===== config.mk =====
export PLATFORM = sky130hd
export DESIGN_NAME = hbs_host
export DESIGN_NICKNAME = d
export VERILOG_FILES = /design/src/hbs_pkg.sv /design/src/hbs_sync.sv /design/src/hbs_elapsed.sv /design/src/hbs_host.sv
export VERILOG_INCLUDE_DIRS = /design/src /design/src/src
export SDC_FILE = /design/constraint.sdc
export NUM_CORES = 1
export LEC_CHECK = 0
export ABC_AREA = 1
export BUFFER_PORTS_ARGS = -buffer_cell sky130_fd_sc_hd__buf_2
export CORE_MARGIN = 3
export CORE_UTILIZATION = 50
export DETAILED_ROUTE_END_ITERATION = 7
export GPL_TIMING_DRIVEN = 1
export HOLD_SLACK_MARGIN = 0.1
export PLACE_DENSITY = 0.72
export SLEW_MARGIN = 5
export SYNTH_ARGS = -nofsm -noshare
export SYNTH_HDL_FRONTEND = slang
export SYNTH_SLANG_ARGS = --single-unit

===== constraint.sdc =====
create_clock -name i_clk -period 2.6 [get_ports i_clk]
set_clock_uncertainty 0.2 [all_clocks]
set_input_delay 0.26 -clock i_clk [delete_from_list [all_inputs] [get_ports i_clk]]
set_output_delay 0.26 -clock i_clk [all_outputs]
set_load 0.01 [all_outputs]

===== src/hbs_defines.svh =====
// Timing counts and the fixed address of the host bus sequencer.
// Assumes a 20 MHz system clock; every cycle count is derived from it.
`ifndef HBS_DEFINES_SVH
`define HBS_DEFINES_SVH

// System clock period
`define HBS_T_CLK_NS 50
// Least time from a figure in ns, rounded up to whole clock cycles
`define HBS_CEIL_CYC(ns) (((ns) + `HBS_T_CLK_NS - 1) / `HBS_T_CLK_NS)

// Bus cycle framing
`define HBS_T_CYCLE_NS 165
`define HBS_T_CSL_NS 32
`define HBS_T_CSH_NS 13
`define HBS_T_ACYC_NS 165
// Strobes stay active for a whole least cycle; also covers the assertion
// time and the two-flop latency of the returning data
`define HBS_ACT_CYC `HBS_CEIL_CYC(`HBS_T_CYCLE_NS)
`define HBS_REC_CYC `HBS_CEIL_CYC(`HBS_T_CSH_NS)
`define HBS_BEAT_CYC `HBS_CEIL_CYC(`HBS_T_ACYC_NS)
`define HBS_BURST_MAX 16

// Waits after any write cycle
`define HBS_T_WR_CFG_NS 165
`define HBS_T_WR_SLOW_NS 495
`define HBS_T_WR_FREE_NS 660
`define HBS_T_WR_POWER_NS 1155
`define HBS_WR_CFG_CYC `HBS_CEIL_CYC(`HBS_T_WR_CFG_NS)
`define HBS_WR_SLOW_CYC `HBS_CEIL_CYC(`HBS_T_WR_SLOW_NS)
`define HBS_WR_FREE_CYC `HBS_CEIL_CYC(`HBS_T_WR_FREE_NS)
`define HBS_WR_POWER_CYC `HBS_CEIL_CYC(`HBS_T_WR_POWER_NS)

// Waits between dependent reads
`define HBS_T_RR_LEVEL_NS 495
`define HBS_T_RR_DROP_NS 660
`define HBS_RR_LEVEL_CYC `HBS_CEIL_CYC(`HBS_T_RR_LEVEL_NS)
`define HBS_RR_DROP_CYC `HBS_CEIL_CYC(`HBS_T_RR_DROP_NS)

// Elapsed-time counter width; must exceed the longest wait in cycles
`define HBS_EL_W 5
`define HBS_EL_MAX 5'h1F

// Word address of the side-effect free byte-test register
`define HBS_BYTE_TEST_ADDR 7'h32

`endif


===== src/hbs_pkg.sv =====
// Types shared by the host bus sequencer modules.
// Assumes nothing beyond a SystemVerilog compiler.
package hbs_pkg;

    // What kind of resource a read targets; selects the waits it needs
    typedef enum logic [3:0] {
        HBS_CLS_PLAIN,
        HBS_CLS_CFG,
        HBS_CLS_TX_LEVEL,
        HBS_CLS_TIMER_COUNT,
        HBS_CLS_POWER,
        HBS_CLS_FREE_RUN,
        HBS_CLS_RX_LEVEL,
        HBS_CLS_DROP_COUNT,
        HBS_CLS_RX_DATA,
        HBS_CLS_RX_STATUS,
        HBS_CLS_TX_STATUS
    } hbs_class_t;

    // Sequencer states
    typedef enum logic [1:0] {
        HBS_ST_IDLE,
        HBS_ST_GAP,
        HBS_ST_ACT,
        HBS_ST_REC
    } hbs_state_t;

endpackage


===== src/hbs_sync.sv =====
// Two-flop synchroniser for the returning data bus.
// Assumes the input comes from a pin outside the clock domain.
`timescale 1ns/1ps
`default_nettype none
module hbs_sync #(
    parameter int W = 16
) (
    input wire logic i_clk,
    input wire logic i_rst,
    input wire logic [W-1:0] i_d,
    output logic [W-1:0] o_q
);
    logic [W-1:0] meta_q; // First stage, read only by the second
    logic [W-1:0] meta_d;
    logic [W-1:0] sync_q; // Second stage, safe for logic
    logic [W-1:0] sync_d;

    // Next values of both stages
    always_comb begin
        meta_d = i_d;
        sync_d = meta_q;
    end

    // Stage registers
    always_ff @(posedge i_clk) begin
        if (i_rst) begin
            meta_q <= '0;
            sync_q <= '0;
        end else begin
            meta_q <= meta_d;
            sync_q <= sync_d;
        end
    end

    assign o_q = sync_q;
endmodule
`default_nettype wire


===== src/hbs_elapsed.sv =====
// Saturating count of cycles since the last clearing event.
// Assumes the clear is a one-cycle pulse on the same clock.
`timescale 1ns/1ps
`default_nettype none
`include "hbs_defines.svh"
module hbs_elapsed (
    input wire logic i_clk,
    input wire logic i_rst,
    input wire logic i_clear,
    output logic [`HBS_EL_W-1:0] o_count
);
    logic [`HBS_EL_W-1:0] cnt_q; // Cycles since the event
    logic [`HBS_EL_W-1:0] cnt_d;

    // Clear restarts the count; otherwise count up and stick at the top
    always_comb begin
        if (i_clear) begin
            cnt_d = '0;
        end else if (cnt_q != `HBS_EL_MAX) begin
            cnt_d = cnt_q + `HBS_EL_W'(1);
        end else begin
            cnt_d = cnt_q;
        end
    end

    // Starts saturated: no event has happened yet after reset
    always_ff @(posedge i_clk) begin
        if (i_rst) begin
            cnt_q <= `HBS_EL_MAX;
        end else begin
            cnt_q <= cnt_d;
        end
    end

    assign o_count = cnt_q;
endmodule
`default_nettype wire


===== src/hbs_host.sv =====
// Host-side sequencer for a 16-bit SRAM-like port of a network controller.
// Assumes the device answers reads within 30-40 ns of strobe or address.
// Behaviour
// - 165 ns after write before configuration reads
// - 495 ns after write before TX level/timer reads
// - 1155 ns power, 660 ns counter after write
// - 495 ns after FIFO reads before levels
// - 660 ns between two drop counter reads
// - Byte-test dummy reads may fill any wait
// - Slower buses may need fewer dummy reads
// - Dummy reads optional; elapsed time suffices
// - Cycle needs both strobes; either ends it
// - Strobes inactive 13 ns between single reads
// - Each single read cycle lasts 165 ns
// - Bursts up to 16 words, 165 ns addresses
// - Strobes inactive 13 ns between bursts
// - Every access moves one 16-bit word
`timescale 1ns/1ps
`default_nettype none
`include "hbs_defines.svh"
module hbs_host
    import hbs_pkg::*;
(
    input wire logic i_clk,
    input wire logic i_rst,
    // Command side
    input wire logic i_req_valid,
    output logic o_req_ready,
    input wire logic i_req_write,
    input wire hbs_class_t i_req_class,
    input wire logic [6:0] i_req_addr,
    input wire logic [15:0] i_req_wdata,
    input wire logic [3:0] i_req_len,
    input wire logic i_req_incr,
    input wire logic i_req_dummy,
    output logic [15:0] o_rd_data,
    output logic o_rd_valid,
    output logic o_rd_last,
    // Device pins
    output logic o_chip_select_n,
    output logic o_read_strobe_n,
    output logic o_write_strobe_n,
    output logic [6:0] o_addr,
    output logic [15:0] o_data_out,
    output logic o_data_oe,
    input wire logic [15:0] i_data_in
);

    hbs_state_t state_q, state_d; // Sequencer state
    logic [2:0] phase_q, phase_d; // Cycles spent in the current phase
    logic [3:0] beats_q, beats_d; // Words still to fetch after this one
    logic write_q, write_d; // Command is a write
    logic incr_q, incr_d; // Burst steps the address
    logic dmode_q, dmode_d; // Fill waits with byte-test reads
    logic dummy_q, dummy_d; // Current cycle is a filler read
    hbs_class_t cls_q, cls_d; // Class of the pending read
    logic [6:0] cmd_addr_q, cmd_addr_d; // Address of the real access
    logic cs_n_q, cs_n_d; // Registered pins
    logic rd_n_q, rd_n_d;
    logic wr_n_q, wr_n_d;
    logic [6:0] addr_q, addr_d;
    logic [15:0] dout_q, dout_d;
    logic oe_q, oe_d;
    logic [15:0] rdata_q, rdata_d; // Returned word and its strobes
    logic rvalid_q, rvalid_d;
    logic rlast_q, rlast_d;
    logic [15:0] din_sync; // Data bus after two flops
    logic act_end; // Strobes rise at the next edge
    logic ev_write, ev_rxfifo, ev_txstat, ev_drop; // Timer clearing events
    logic [`HBS_EL_W-1:0] el_write, el_rxfifo, el_txstat, el_drop;

    // Least cycles a read of this class must trail the last write
    function automatic int wr_need(input hbs_class_t c);
        case (c)
            HBS_CLS_CFG: wr_need = `HBS_WR_CFG_CYC;
            HBS_CLS_TX_LEVEL, HBS_CLS_TIMER_COUNT:
                wr_need = `HBS_WR_SLOW_CYC;
            HBS_CLS_POWER: wr_need = `HBS_WR_POWER_CYC;
            HBS_CLS_FREE_RUN: wr_need = `HBS_WR_FREE_CYC;
            default: wr_need = 0;
        endcase
    endfunction

    // True once every wait that applies to a read of this class has run
    function automatic logic gap_ok(input hbs_class_t c,
        input logic [`HBS_EL_W-1:0] ew, erx, etx, edr);
        logic ok;
        ok = (int'(ew) >= wr_need(c));
        if (c == HBS_CLS_RX_LEVEL) begin
            ok = ok && (int'(erx) >= `HBS_RR_LEVEL_CYC);
        end else if (c == HBS_CLS_TX_LEVEL) begin
            ok = ok && (int'(etx) >= `HBS_RR_LEVEL_CYC);
        end else if (c == HBS_CLS_DROP_COUNT) begin
            ok = ok && (int'(edr) >= `HBS_RR_DROP_CYC);
        end
        gap_ok = ok;
    endfunction

    hbs_sync #(.W(16)) u_sync (.i_clk(i_clk), .i_rst(i_rst),
        .i_d(i_data_in), .o_q(din_sync));

    // Events are timed from the edge at which the strobes rise
    assign act_end = (state_q == HBS_ST_ACT) && (state_d == HBS_ST_REC);
    assign ev_write = act_end && write_q;
    assign ev_rxfifo = act_end && !write_q && !dummy_q &&
                       (cls_q == HBS_CLS_RX_DATA ||
                        cls_q == HBS_CLS_RX_STATUS);
    assign ev_txstat = act_end && !write_q && !dummy_q &&
                       (cls_q == HBS_CLS_TX_STATUS);
    assign ev_drop = act_end && !write_q && !dummy_q &&
                     (cls_q == HBS_CLS_DROP_COUNT);

    hbs_elapsed u_el_write (.i_clk(i_clk), .i_rst(i_rst),
        .i_clear(ev_write), .o_count(el_write));
    hbs_elapsed u_el_rxfifo (.i_clk(i_clk), .i_rst(i_rst),
        .i_clear(ev_rxfifo), .o_count(el_rxfifo));
    hbs_elapsed u_el_txstat (.i_clk(i_clk), .i_rst(i_rst),
        .i_clear(ev_txstat), .o_count(el_txstat));
    hbs_elapsed u_el_drop (.i_clk(i_clk), .i_rst(i_rst),
        .i_clear(ev_drop), .o_count(el_drop));

    // Only idle accepts; one command at a time keeps ordering trivial
    assign o_req_ready = (state_q == HBS_ST_IDLE);

    // Next-state and pin logic of the sequencer
    always_comb begin
        state_d = state_q;
        phase_d = phase_q;
        beats_d = beats_q;
        write_d = write_q;
        incr_d = incr_q;
        dmode_d = dmode_q;
        dummy_d = dummy_q;
        cls_d = cls_q;
        cmd_addr_d = cmd_addr_q;
        cs_n_d = cs_n_q;
        rd_n_d = rd_n_q;
        wr_n_d = wr_n_q;
        addr_d = addr_q;
        dout_d = dout_q;
        oe_d = oe_q;
        rdata_d = rdata_q;
        rvalid_d = 1'b0;
        rlast_d = 1'b0;
        case (state_q)
            HBS_ST_IDLE: begin
                // Latch the command; writes carry one word only
                if (i_req_valid) begin
                    write_d = i_req_write;
                    cls_d = i_req_class;
                    cmd_addr_d = i_req_addr;
                    dout_d = i_req_wdata;
                    beats_d = i_req_write ? 4'h0 : i_req_len;
                    incr_d = i_req_incr;
                    dmode_d = i_req_dummy;
                    state_d = HBS_ST_GAP;
                end
            end
            HBS_ST_GAP: begin
                phase_d = 3'h0;
                if (write_q || gap_ok(cls_q, el_write, el_rxfifo,
                                      el_txstat, el_drop)) begin
                    // Both strobes fall together to open the cycle
                    dummy_d = 1'b0;
                    addr_d = cmd_addr_q;
                    cs_n_d = 1'b0;
                    rd_n_d = write_q;
                    wr_n_d = !write_q;
                    oe_d = write_q; // Never drive while device may
                    state_d = HBS_ST_ACT;
                end else if (dmode_q) begin
                    // Spend the wait on harmless byte-test reads
                    dummy_d = 1'b1;
                    addr_d = `HBS_BYTE_TEST_ADDR;
                    cs_n_d = 1'b0;
                    rd_n_d = 1'b0;
                    state_d = HBS_ST_ACT;
                end
                // Otherwise idle the bus; time alone meets the wait
            end
            HBS_ST_ACT: begin
                // Hold strobes and address a full cycle
                phase_d = phase_q + 3'h1;
                if (phase_q == 3'(`HBS_ACT_CYC - 1)) begin
                    phase_d = 3'h0;
                    if (!write_q && !dummy_q) begin
                        rdata_d = din_sync;
                        rvalid_d = 1'b1;
                        rlast_d = (beats_q == 4'h0);
                    end
                    if (!write_q && !dummy_q && beats_q != 4'h0) begin
                        // Next word under the same strobes
                        beats_d = beats_q - 4'h1;
                        if (incr_q) begin
                            addr_d = addr_q + 7'h01;
                        end
                    end else begin
                        cs_n_d = 1'b1;
                        rd_n_d = 1'b1;
                        wr_n_d = 1'b1;
                        oe_d = 1'b0;
                        state_d = HBS_ST_REC;
                    end
                end
            end
            HBS_ST_REC: begin
                // Strobes stay inactive for the deassertion time
                phase_d = phase_q + 3'h1;
                if (phase_q == 3'(`HBS_REC_CYC - 1)) begin
                    phase_d = 3'h0;
                    // Filler reads loop back; the wait is timed
                    state_d = dummy_q ? HBS_ST_GAP : HBS_ST_IDLE;
                    dummy_d = 1'b0;
                end
            end
            default: state_d = HBS_ST_IDLE;
        endcase
    end

    // Sequencer registers; strobes idle high, address and data low, bus released after reset
    always_ff @(posedge i_clk) begin
        if (i_rst) begin
            state_q <= HBS_ST_IDLE;
            phase_q <= 3'h0;
            beats_q <= 4'h0;
            write_q <= 1'b0;
            incr_q <= 1'b0;
            dmode_q <= 1'b0;
            dummy_q <= 1'b0;
            cls_q <= HBS_CLS_PLAIN;
            cmd_addr_q <= 7'h00;
            cs_n_q <= 1'b1;
            rd_n_q <= 1'b1;
            wr_n_q <= 1'b1;
            addr_q <= 7'h00;
            dout_q <= 16'h0000;
            oe_q <= 1'b0;
            rdata_q <= 16'h0000;
            rvalid_q <= 1'b0;
            rlast_q <= 1'b0;
        end else begin
            state_q <= state_d;
            phase_q <= phase_d;
            beats_q <= beats_d;
            write_q <= write_d;
            incr_q <= incr_d;
            dmode_q <= dmode_d;
            dummy_q <= dummy_d;
            cls_q <= cls_d;
            cmd_addr_q <= cmd_addr_d;
            cs_n_q <= cs_n_d;
            rd_n_q <= rd_n_d;
            wr_n_q <= wr_n_d;
            addr_q <= addr_d;
            dout_q <= dout_d;
            oe_q <= oe_d;
            rdata_q <= rdata_d;
            rvalid_q <= rvalid_d;
            rlast_q <= rlast_d;
        end
    end

    assign o_chip_select_n = cs_n_q;
    assign o_read_strobe_n = rd_n_q;
    assign o_write_strobe_n = wr_n_q;
    assign o_addr = addr_q;
    assign o_data_out = dout_q;
    assign o_data_oe = oe_q;
    assign o_rd_data = rdata_q;
    assign o_rd_valid = rvalid_q;
    assign o_rd_last = rlast_q;

    // Checks
    logic rd_start; // First cycle of a real read on the pins
    logic rd_n_prev_q; // Read strobe one cycle back, idle high
    logic [4:0] burst_words; // Words delivered in the current burst
    assign rd_start = !cs_n_q && !rd_n_q && !dummy_q && rd_n_prev_q &&
                      state_q == HBS_ST_ACT && phase_q == 3'h0;
    always_ff @(posedge i_clk) begin
        rd_n_prev_q <= i_rst || rd_n_q;
        if (i_rst || rd_n_q) begin
            burst_words <= 5'h00;
        end else if (rvalid_q) begin
            burst_words <= burst_words + 5'h01;
        end
    end
endmodule
`default_nettype wire


After elaboration in Yosys (flattened, before gate mapping):

Index checks and enable logic that the tools add are counted.
W data, S select, Z words.

* register bits after elaboration: 121
* input port bits: 53

* add/subtract/negate cells: 7
* $lt $le $gt $ge: 4
* equal/unequal tests: 27
* multiplexer cells: 54
* bitwise gates (word level): 3
* reduce and logical (&&, ||, !) cells: 38

Operators by type and width (count)
* $mux W5: 8
* $mux W7: 5
* $ge A6 B32 Y1: 1
* $mux W32: 1
* $add A5 B1 Y5 const B: 4
* $ne A5 B5 Y1 const B: 4
* $pmux W5 S4: 1
* $mux W1: 18
* $eq A4 B3 Y1 const B: 4
* $mux W4: 4
* $ge A5 B4 Y1 const B: 3
* $pmux W7 S2: 1
* $reduce_bool A2 Y1: 7
* $eq A4 B4 Y1 const B: 3
* $logic_and A1 B1 Y1: 12
* $mux W2: 6
* $reduce_and A4 Y1: 3
* $ne A2 B2 Y1 const B: 5
* $pmux W1 S2: 5
* $pmux W3 S3: 1
* $eq A4 B2 Y1 const B: 2
* $pmux W2 S4: 1
* $pmux W4 S2: 1
* $add A7 B1 Y7 const B: 1
* other kinds (23): 32

Longest topological paths before layout:

Gate-level depths: netlist (run 1).

* depth after elaboration: 19
* depth in mapped cells: 19

Hierarchy:

Synthesis (run 1) repeated with hierarchy kept, for this count alone.

* cell total of the unflattened synthesis: 695
* area, all modules: 5149.9 um^2

By module, submodules not included
* hbs_host: times used 1, cells an instance 452, area each 3194.3 um^2, sequential area each 1381.3 um^2
* hbs_elapsed: times used 4, cells an instance 36, area each 260.2 um^2, sequential area each 100.1 um^2
* hbs_sync: times used 1, cells an instance 99, area each 914.6 um^2, sequential area each 640.6 um^2

Least setup slack after synthesis (run 1):

No wires, ideal clock.

* kind: register to register
* start point: register cls_q[3]
* end point: register addr_q[0], in the netlist o_addr[0]
* setup time: 0.113 ns
* arrival: 1.813 ns
* data required time: 2.287 ns
* path slack: 0.474 ns
* cell stages (with the launch flop): 17
* buffers on the path: 1
* period minus slack after synthesis: 2.126 ns
* cells stage by stage: dfxtp_1 > inv_1 > nand2_1 > o21ai_0 > inv_1 > ha_1 > nand2_1 > nand3b_1 > nand3_1 > nand2_2 > inv_2 > nand2_4 > nand4_4 > nand2_2 > buf_6 > nor2_1 > nor2_1

* cells in the longest elaborated chain, start to end: 13
* elaborated cells between the ends (all ways): 23

RTL lines
* start: declaration: line hbs_host.sv:56 `hbs_class_t cls_q, cls_d;`
* start signal: assignment: line hbs_host.sv:249 `cls_q <= cls_d;`
* $eq A4 B2 Y1, on equally long branches: line hbs_host.sv:74, hbs_host.sv:91
* $reduce_or A2 Y1: line hbs_host.sv:74 `case (c)`
* $pmux W5 S4: line hbs_host.sv:74
* $mux W32: line hbs_host.sv:145 `case (state_q)`
* $ge A6 B32 Y1: line hbs_host.sv:88 `ok = (int'(ew) >= wr_need(c));`
* $logic_and A1 B1 Y1: line hbs_host.sv:94 `` ok = ok && (int'(edr) >= `HBS_RR_DROP_CYC); ``
* $mux W1: line hbs_host.sv:93 `end else if (c == HBS_CLS_DROP_COUNT) begin`
* $mux W1: line hbs_host.sv:91 `end else if (c == HBS_CLS_TX_LEVEL) begin`
* $mux W1 (*): line hbs_host.sv:89 `if (c == HBS_CLS_RX_LEVEL) begin`
* $mux W1 (*): line hbs_host.sv:145
* $logic_or A1 B1 Y1 (*): line hbs_host.sv:161 `if (write_q || gap_ok(cls_q, el_write, el_rxfifo,`
* $ne A3 B3 Y1 (no source line) / $mux W7 (equally long branches)
* $reduce_and A5 Y1 (no source line) / $pmux W7 S2 (equally long branches)
* end signal: assignment: line hbs_host.sv:254 `addr_q <= addr_d;`
* end: declaration: line hbs_host.sv:61 `logic [6:0] addr_q, addr_d;`

Mark *: on every way between the ends. The rest lies on a longest branch, timed or not. The select of a mux whose other input is x is not followed.
A chain may end at the register's enable or synchronous reset.

Worst setup path after layout (run 1):

* start point: register state_q[0]
* end point: register beats_q[3]

* cells in the longest elaborated chain, start to end: 3
* elaborated cells between the ends (all ways): 8

RTL lines
* start: declaration: line hbs_host.sv:49 `hbs_state_t state_q, state_d;`
* start signal: assignment: line hbs_host.sv:242 `state_q <= state_d;`
* $eq A2 B2 Y1 / $logic_not A2 Y1 (equally long branches): line hbs_host.sv:145
* $ne A2 B1 Y1 (no source line) (tied with other cells)
* $reduce_and A4 Y1 (no source line)
* end signal: assignment: line hbs_host.sv:244 `beats_q <= beats_d;`
* end: declaration: line hbs_host.sv:51 `logic [3:0] beats_q, beats_d;`

Parallel ways exist; a longest one is shown, timed or not.

==> impl_metrics.csv, run 1 <==
group,metric,value,unit
outcome,outcome,"completed",
setup_path,path_max_fanout,19,
placement,placed_cells,909,
clocking,clock_latency,0.51,ns
flow_run,cap_viol_max_count,0,
clocking,clk_transition_reported_paths,0.06,ns
clocking,cts-root-buf,"clkbuf_8",
grt,grt_busiest_layer,"met2",
setup_path,timing.rr.start,"state_q[0]$_SDFF_PP0_",
grt,overflow,0,
clocking,cts_tree,"done",
setup_path,r2r_cells,11,
detailed_routing,vias,5030,
clocking,cts_buffer_depth,2,
die,die_h,107.4,µm
die,ios,99,
final_layout,final_nets,940,
synthesis,ys_warn_count,0,
setup_path,critPathLaunchType,"register",
synthesis,netlist_instances,694,
final_layout,final_cell_mix,"nor2_1 (157), dfxtp_1 (121), nand2_1 (106)",
grt,globalRouteMet3Util,6.539,%
synthesis,yosys-top-cells-area,"dfxtp_1 (47%), nor2_1 (11%), nand2_1 (7.7%), inv_1 (6.6%), o21ai_0 (5.8%)",
synthesis,ys_types,32,
detailed_routing,routed_wl,13.52,mm
hold_path,hp-class,"reg2reg",
setup_path,path_class,"reg2reg",
placement,finalWeightedCongestion,0.8773,
placement,place_area,0.005761,mm²
final_layout,syn_to_final_growth,37.98,%
placement,hpwlAfterDp,8.050,mm
die,row_count,36,
setup_path,cp.arrival,2.65,ns
sta,slew_viol_final,0,
sta,fmax,406.9,MHz
final_layout,drive_gt1_share,18.34,%
placement,place.port_buffers,98,
grt,track_usage,24.32,%
detailed_routing,first_iter_violations,438,
die,coreArea,0.009864,mm²
grt,grt_pass1_vias,4888,
sta,tightest_slew,0.4715,ns
setup_path,crit_start,"state_q[0]$_SDFF_PP0_",
placement,dp_slack,0.2210,ns
final_layout,stdcell_count,1011,
setup_path,crit_top_cell,"buf_4",
setup_path,end_kind,"register",
final_layout,stdcell_area,0.007091,mm²
grt,grt_max_degree,56,
final_layout,final_common_cell,"nor2_1",
sta,min_period_over_period,94.52,%
die,die_area,0.01153,mm²
setup_path,r2r_end,"beats_q[3]$_SDFFE_PP0P_",
synthesis,synth_nets,768,
die,initial_utilization,52.09,%
clocking,cts_buffers,17,
setup_path,required,2.80,ns
synthesis,syn_area,0.005139,mm²
setup_path,worst-path-buf-inv,6,
synthesis,yosysTopAreaCell,"dfxtp_1",
synthesis,avgSynthCellArea,7.404,µm²
clocking,cts_max_level,4,
sta,setup_violations,0,
power_and_ir_drop,powerDensity,946.2,mW/mm²
detailed_routing,wl_per_cell,13.37,µm
grt,grt_use_met1,28.86,%
detailed_routing,viasPerCell,4.975,
clocking,cts.sinks,121,
sta,fin_hold_ws,0.2034,ns
setup_path,cp-endpoint,"beats_q[3]$_SDFFE_PP0P_",
setup_path,worst_path_max_delay_cell,"dlygate4sd3_1",
setup_path,crit_chain,"inv_1, nand2_1, buf_4, inv_1, buf_4, nand2_1, o21ai_0, buf_4, a31oi_1, dlygate4sd3_1, a21oi_1",
grt,grt_first_pass_wirelength,22.37,mm
synthesis,yosysTopAreaCellShare,47.14,%
power_and_ir_drop,power.leakage,3.612,nW
sta,fin_ws,0.1424,ns
detailed_routing,drtPass1Iterations,5,
sta,tns,0,ns
die,die_x,107.4,µm
detailed_routing,drc,0,
setup_path,path_depth,11,
synthesis,ys_seq_elements,121,
sta,hold_viol,0,
power_and_ir_drop,max-vdd-ir-drop,0.5366,mV
power_and_ir_drop,total_power,6.709,mW
detailed_routing,ant_nets,0,
synthesis,synth_seq_area_share,47.14,%
grt,use_met2,42.76,%
final_layout,fin_util,71.88,%
final_layout,n_antenna_cell,0,
setup_path,crit_family,"buffers and inverters",
sta,max_slew_margin,68.56,%
sta,post-route-min-period,2.458,ns
setup_path,ff2ff_setup_slack,0.14,ns
grt,grt_antenna_before_repair,0,
setup_path,cpPeakStageDelay,0.56,ns
==> power by group <==
| part | internal [mW] | switching [mW] | total, mW |
|---|---|---|---|
| Sequential | 2.15 | 0.243 | 2.40 |
| Clock | 1.48 | 0.906 | 2.39 |
| Combinational | 0.824 | 1.10 | 1.93 |
==> tightest hold or removal path, stage by stage, from the launching register on <==
cell     delay [ns]
dfxtp_1        0.30
inv_1          0.04
nor2_1         0.03
==> metal layers <==
metal / wire [µm] / vias to the layer above
li1: - / 2511
met1: 5632 / 2315
met2: 6822 / 183
met3: 835 / 21
met4: 227 / 0
met5: 0 / -
==> cells by family after synthesis <==
family / after synthesis / share of synthesized area [%]
AOI/OAI and AO/OA: 89 / 9.350
and+or+nand+nor: 330 / 26.98
xor gates and xnor gates: 14 / 2.386
adders and majority gates: 21 / 5.113
buffers and inverters: 119 / 9.033
DFF: 121 / 47.14
==> area by class of cell <==
type	instances	area, µm²
fill	728	2774
sequential	121	2422
multi-input combinational	454	2265
timing repair buffer	177	1275
clock buffer	17	414.1
inverter	95	360.3
clock inverter	14	187.7
tap	133	166.4
==> synth_stat cells <==
cell type / count
a211oi_1: 1
a21oi_1: 20
a31oi_1: 3
and3_1: 2
buf_1: 1
buf_2: 2
buf_6: 2
clkbuf_1: 19
clkinv_1: 1
dfxtp_1: 121
ha_1: 21
inv_1: 90
inv_2: 4
nand2_1: 106
nand2_2: 4
nand2_4: 1
nand3_1: 40
nand3b_1: 1
nand4_1: 7
nand4_4: 1
nor2_1: 157
nor2_2: 4
nor3_1: 2
nor3_2: 3
o21ai_0: 60
o21ai_1: 2
o21ai_2: 1
o31ai_1: 1
o41ai_4: 1
or2_2: 2
xnor2_1: 7
xor2_1: 7
==> worst min path at each step <==
stage,startpoint,end,slack (ns),depth (start not counted)
finish,u_sync.meta_q[0]$_SDFF_PP0_,u_sync.o_q[0]$_SDFF_PP0_,0.20,2
global route,u_sync.meta_q[13]$_SDFF_PP0_,u_sync.o_q[13]$_SDFF_PP0_,0.22,2
CTS,u_sync.meta_q[9]$_SDFF_PP0_,u_sync.o_q[9]$_SDFF_PP0_,0.20,2
detailed placement,u_sync.meta_q[13]$_SDFF_PP0_,u_sync.o_q[13]$_SDFF_PP0_,0.19,2
global placement,u_sync.meta_q[11]$_SDFF_PP0_,u_sync.o_q[11]$_SDFF_PP0_,0.19,2
floorplan,i_data_in[0],u_sync.meta_q[0]$_SDFF_PP0_,0.17,2
==> registers in the layout (all words and copies together) (netlist names), 2 cells and up <==
name,flops
phase_q,3
o_data_out,16
beats_q,4
cls_q,4
u_el_txstat.o_count,5
u_el_write.o_count,5
o_addr,7
u_sync.meta_q,16
u_el_rxfifo.o_count,5
u_el_drop.o_count,5
o_rd_data,16
cmd_addr_q,7
state_q,2
u_sync.o_q,16
==> what timing repair did <==
| item | CTS | global route |
|---|---|---|
| endpoints found under the setup margin | 0 | 14 |
| hold endpoints to repair | 79 | 0 |
| buffers inserted | 0 | 1 |
| gates resized for setup | 0 | 4 |
| hold buffers | 70 | 0 |
(Power assumes the default switching activity.)
==> inputs of run 2 (changes only) <==
==> constraint.sdc (replaced) <==
create_clock -name i_clk -period 2.7 [get_ports i_clk]
set_clock_uncertainty 0.2 [all_clocks]
set_input_delay 0.27 -clock i_clk [delete_from_list [all_inputs] [get_ports i_clk]]
set_output_delay 0.27 -clock i_clk [all_outputs]
set_load 0.01 [all_outputs]
==> run 2 against run 1 <==
  * Sequential power is 3% lower
  * Critical path depth decreased by 1
  * Worst setup slack gained 0.043 ns
  * First-iteration DRC count is 19% lower
  * Die area is the same
  * Combinational power is 3% higher
  * Non-clock buffer count grew 16
  * Global-route usage up 0.69 points
  * Largest cell class unchanged
  * Largest power group unchanged
==> impl_metrics.csv, run 2 (synthesis results as in run 1) <==
group,metric,value,unit
outcome,outcome,"completed",
grt,grt_pass1_vias,5096,
clocking,cts-root-buf,"clkbuf_8",
sta,fmax,397.7,MHz
final_layout,final_nets,956,
setup_path,worst_path_max_delay_cell,"dlygate4sd3_1",
sta,min_period_over_period,93.14,%
clocking,cts.sinks,121,
grt,track_usage,25.01,%
setup_path,cpPeakStageDelay,0.56,ns
power_and_ir_drop,power.leakage,3.685,nW
sta,setup_violations,0,
setup_path,crit_chain,"nor2_2, inv_1, nor2_2, buf_6, o21ai_0, buf_4, inv_1, o21ai_0, a21oi_1, dlygate4sd3_1",
sta,max_slew_margin,70.17,%
final_layout,n_antenna_cell,0,
die,die_h,107.4,µm
die,row_count,36,
detailed_routing,m1WireLength,5.847,mm
power_and_ir_drop,max-vdd-ir-drop,0.5946,mV
setup_path,cp-endpoint,"beats_q[1]$_SDFFE_PP0P_",
die,die_x,107.4,µm
power_and_ir_drop,powerDensity,896.0,mW/mm²
die,coreArea,0.009864,mm²
setup_path,required,2.96,ns
sta,tightest_slew,0.4475,ns
detailed_routing,routed_wl,14.13,mm
clocking,clk_transition_reported_paths,0.06,ns
clocking,cts_buffers,17,
hold_path,min_path_cells,2,
final_layout,num-fill-cells,693,
clocking,cts_tree,"done",
setup_path,r2r_cells,10,
die,ios,99,
placement,place.port_buffers,98,
detailed_routing,dr_wl_met3,745,µm
grt,grt_antenna_before_repair,0,
setup_path,cp.arrival,2.77,ns
clocking,cts_max_level,4,
die,die_area,0.01153,mm²
sta,tns,0,ns
setup_path,r2r_end,"beats_q[1]$_SDFFE_PP0P_",
final_layout,syn_to_final_growth,40.27,%
detailed_routing,routed.top_layer,"met4",
sta,hold_viol,0,
detailed_routing,route.met2.wl,7.266,mm
setup_path,timing.rr.start,"state_q[0]$_SDFF_PP0_",
detailed_routing,drc,0,
sta,post-route-min-period,2.515,ns
hold_path,hp-class,"reg2reg",
placement,placed_cells,908,
clocking,cts_buffer_depth,2,
hold_path,hold_path.startpoint,"u_sync.meta_q[6]$_SDFF_PP0_",
setup_path,crit_start,"state_q[0]$_SDFF_PP0_",
setup_path,path_class,"reg2reg",
setup_path,end_kind,"register",
grt,grt_max_degree,79,
sta,grt_setup_unrepaired,"false",
setup_path,critPathLaunchType,"register",
detailed_routing,first_iter_violations,353,
detailed_routing,vias,5078,
clocking,clock_latency,0.52,ns
placement,finalWeightedCongestion,0.8676,
flow_run,cap_viol_max_count,0,
die,initial_utilization,52.09,%
grt,overflow,0,
final_layout,stdcell_count,1028,
setup_path,path_max_fanout,26,
grt,grt_first_pass_wirelength,22.94,mm
detailed_routing,wl_per_cell,13.75,µm
sta,slew_viol_final,0,
detailed_routing,drtPass1Iterations,5,
setup_path,ff2ff_setup_slack,0.19,ns
final_layout,drive_gt1_share,18.32,%
final_layout,final_common_cell,"nor2_1",
final_layout,final_cell_mix,"nor2_1 (157), dfxtp_1 (121), nand2_1 (106)",
placement,hpwlAfterDp,8.063,mm
sta,fin_hold_ws,0.2016,ns
detailed_routing,viasPerCell,4.940,
detailed_routing,ant_nets,0,
## run 2: critical path, delay by kind of cell, from the launching register on
family | cells | cell delay (ns)
buffers and inverters | 5 | 1.19
DFF | 1 | 0.33
and+or+nand+nor | 2 | 0.39
AOI/OAI and AO/OA | 3 | 0.35
## run 2: layout make-up
type,instances,area (µm²),area share (%)
sequential,121,2422,33.61
multi-input combinational,454,2260,31.35
timing repair buffer,193,1428,19.81
clock buffer,19,421.7,5.850
inverter,95,364.1,5.051
tap,133,166.4,2.309
clock inverter,13,146.4,2.031
## run 2: layer usage
layer | GRT usage, % | up-vias
met3 | 6.059 | 26
met1 | 28.91 | 2352
met2 | 44.82 | 155
li1 | - | 2545
met5 | 0 | -
met4 | 9.017 | 0
## run 2: worst min path at each step
stage / slack [ns] / to
floorplan: 0.18 / u_sync.meta_q[0]$_SDFF_PP0_
global placement: 0.19 / u_sync.o_q[12]$_SDFF_PP0_
detailed placement: 0.19 / u_sync.o_q[6]$_SDFF_PP0_
CTS: 0.20 / u_sync.o_q[6]$_SDFF_PP0_
global route: 0.22 / u_sync.o_q[10]$_SDFF_PP0_
finish: 0.20 / u_sync.o_q[6]$_SDFF_PP0_
## run 2: power breakdown
group          leakage (nW)  internal, mW  total, mW  switching [mW]
Sequential            0.998          2.07       2.32           0.242
Clock                 0.273          1.32       2.16           0.839
Combinational          2.41         0.861       1.98            1.12
## run 2: repair_timing
action / CTS / global route
resized for setup: 0 / 4
endpoints found under the setup margin: 0 / 17
buffers inserted: 0 / 5
endpoints found under the hold margin: 107 / 0
hold buffers: 83 / 0
## run 2: metrics by stage
stage	total power [mW]	util [%]	instance area, µm²	setup slack (ns)
2_1_floorplan	3.597	-	5139	0.5738
3_3_place_gp	3.949	58.32	5753	0.4006
3_5_place_dp	4.038	58.32	5753	0.3218
4_1_cts	6.384	72.50	7152	0.04862
5_1_grt	6.848	73.07	7208	0.01094
6_report	6.459	73.07	7208	0.1853
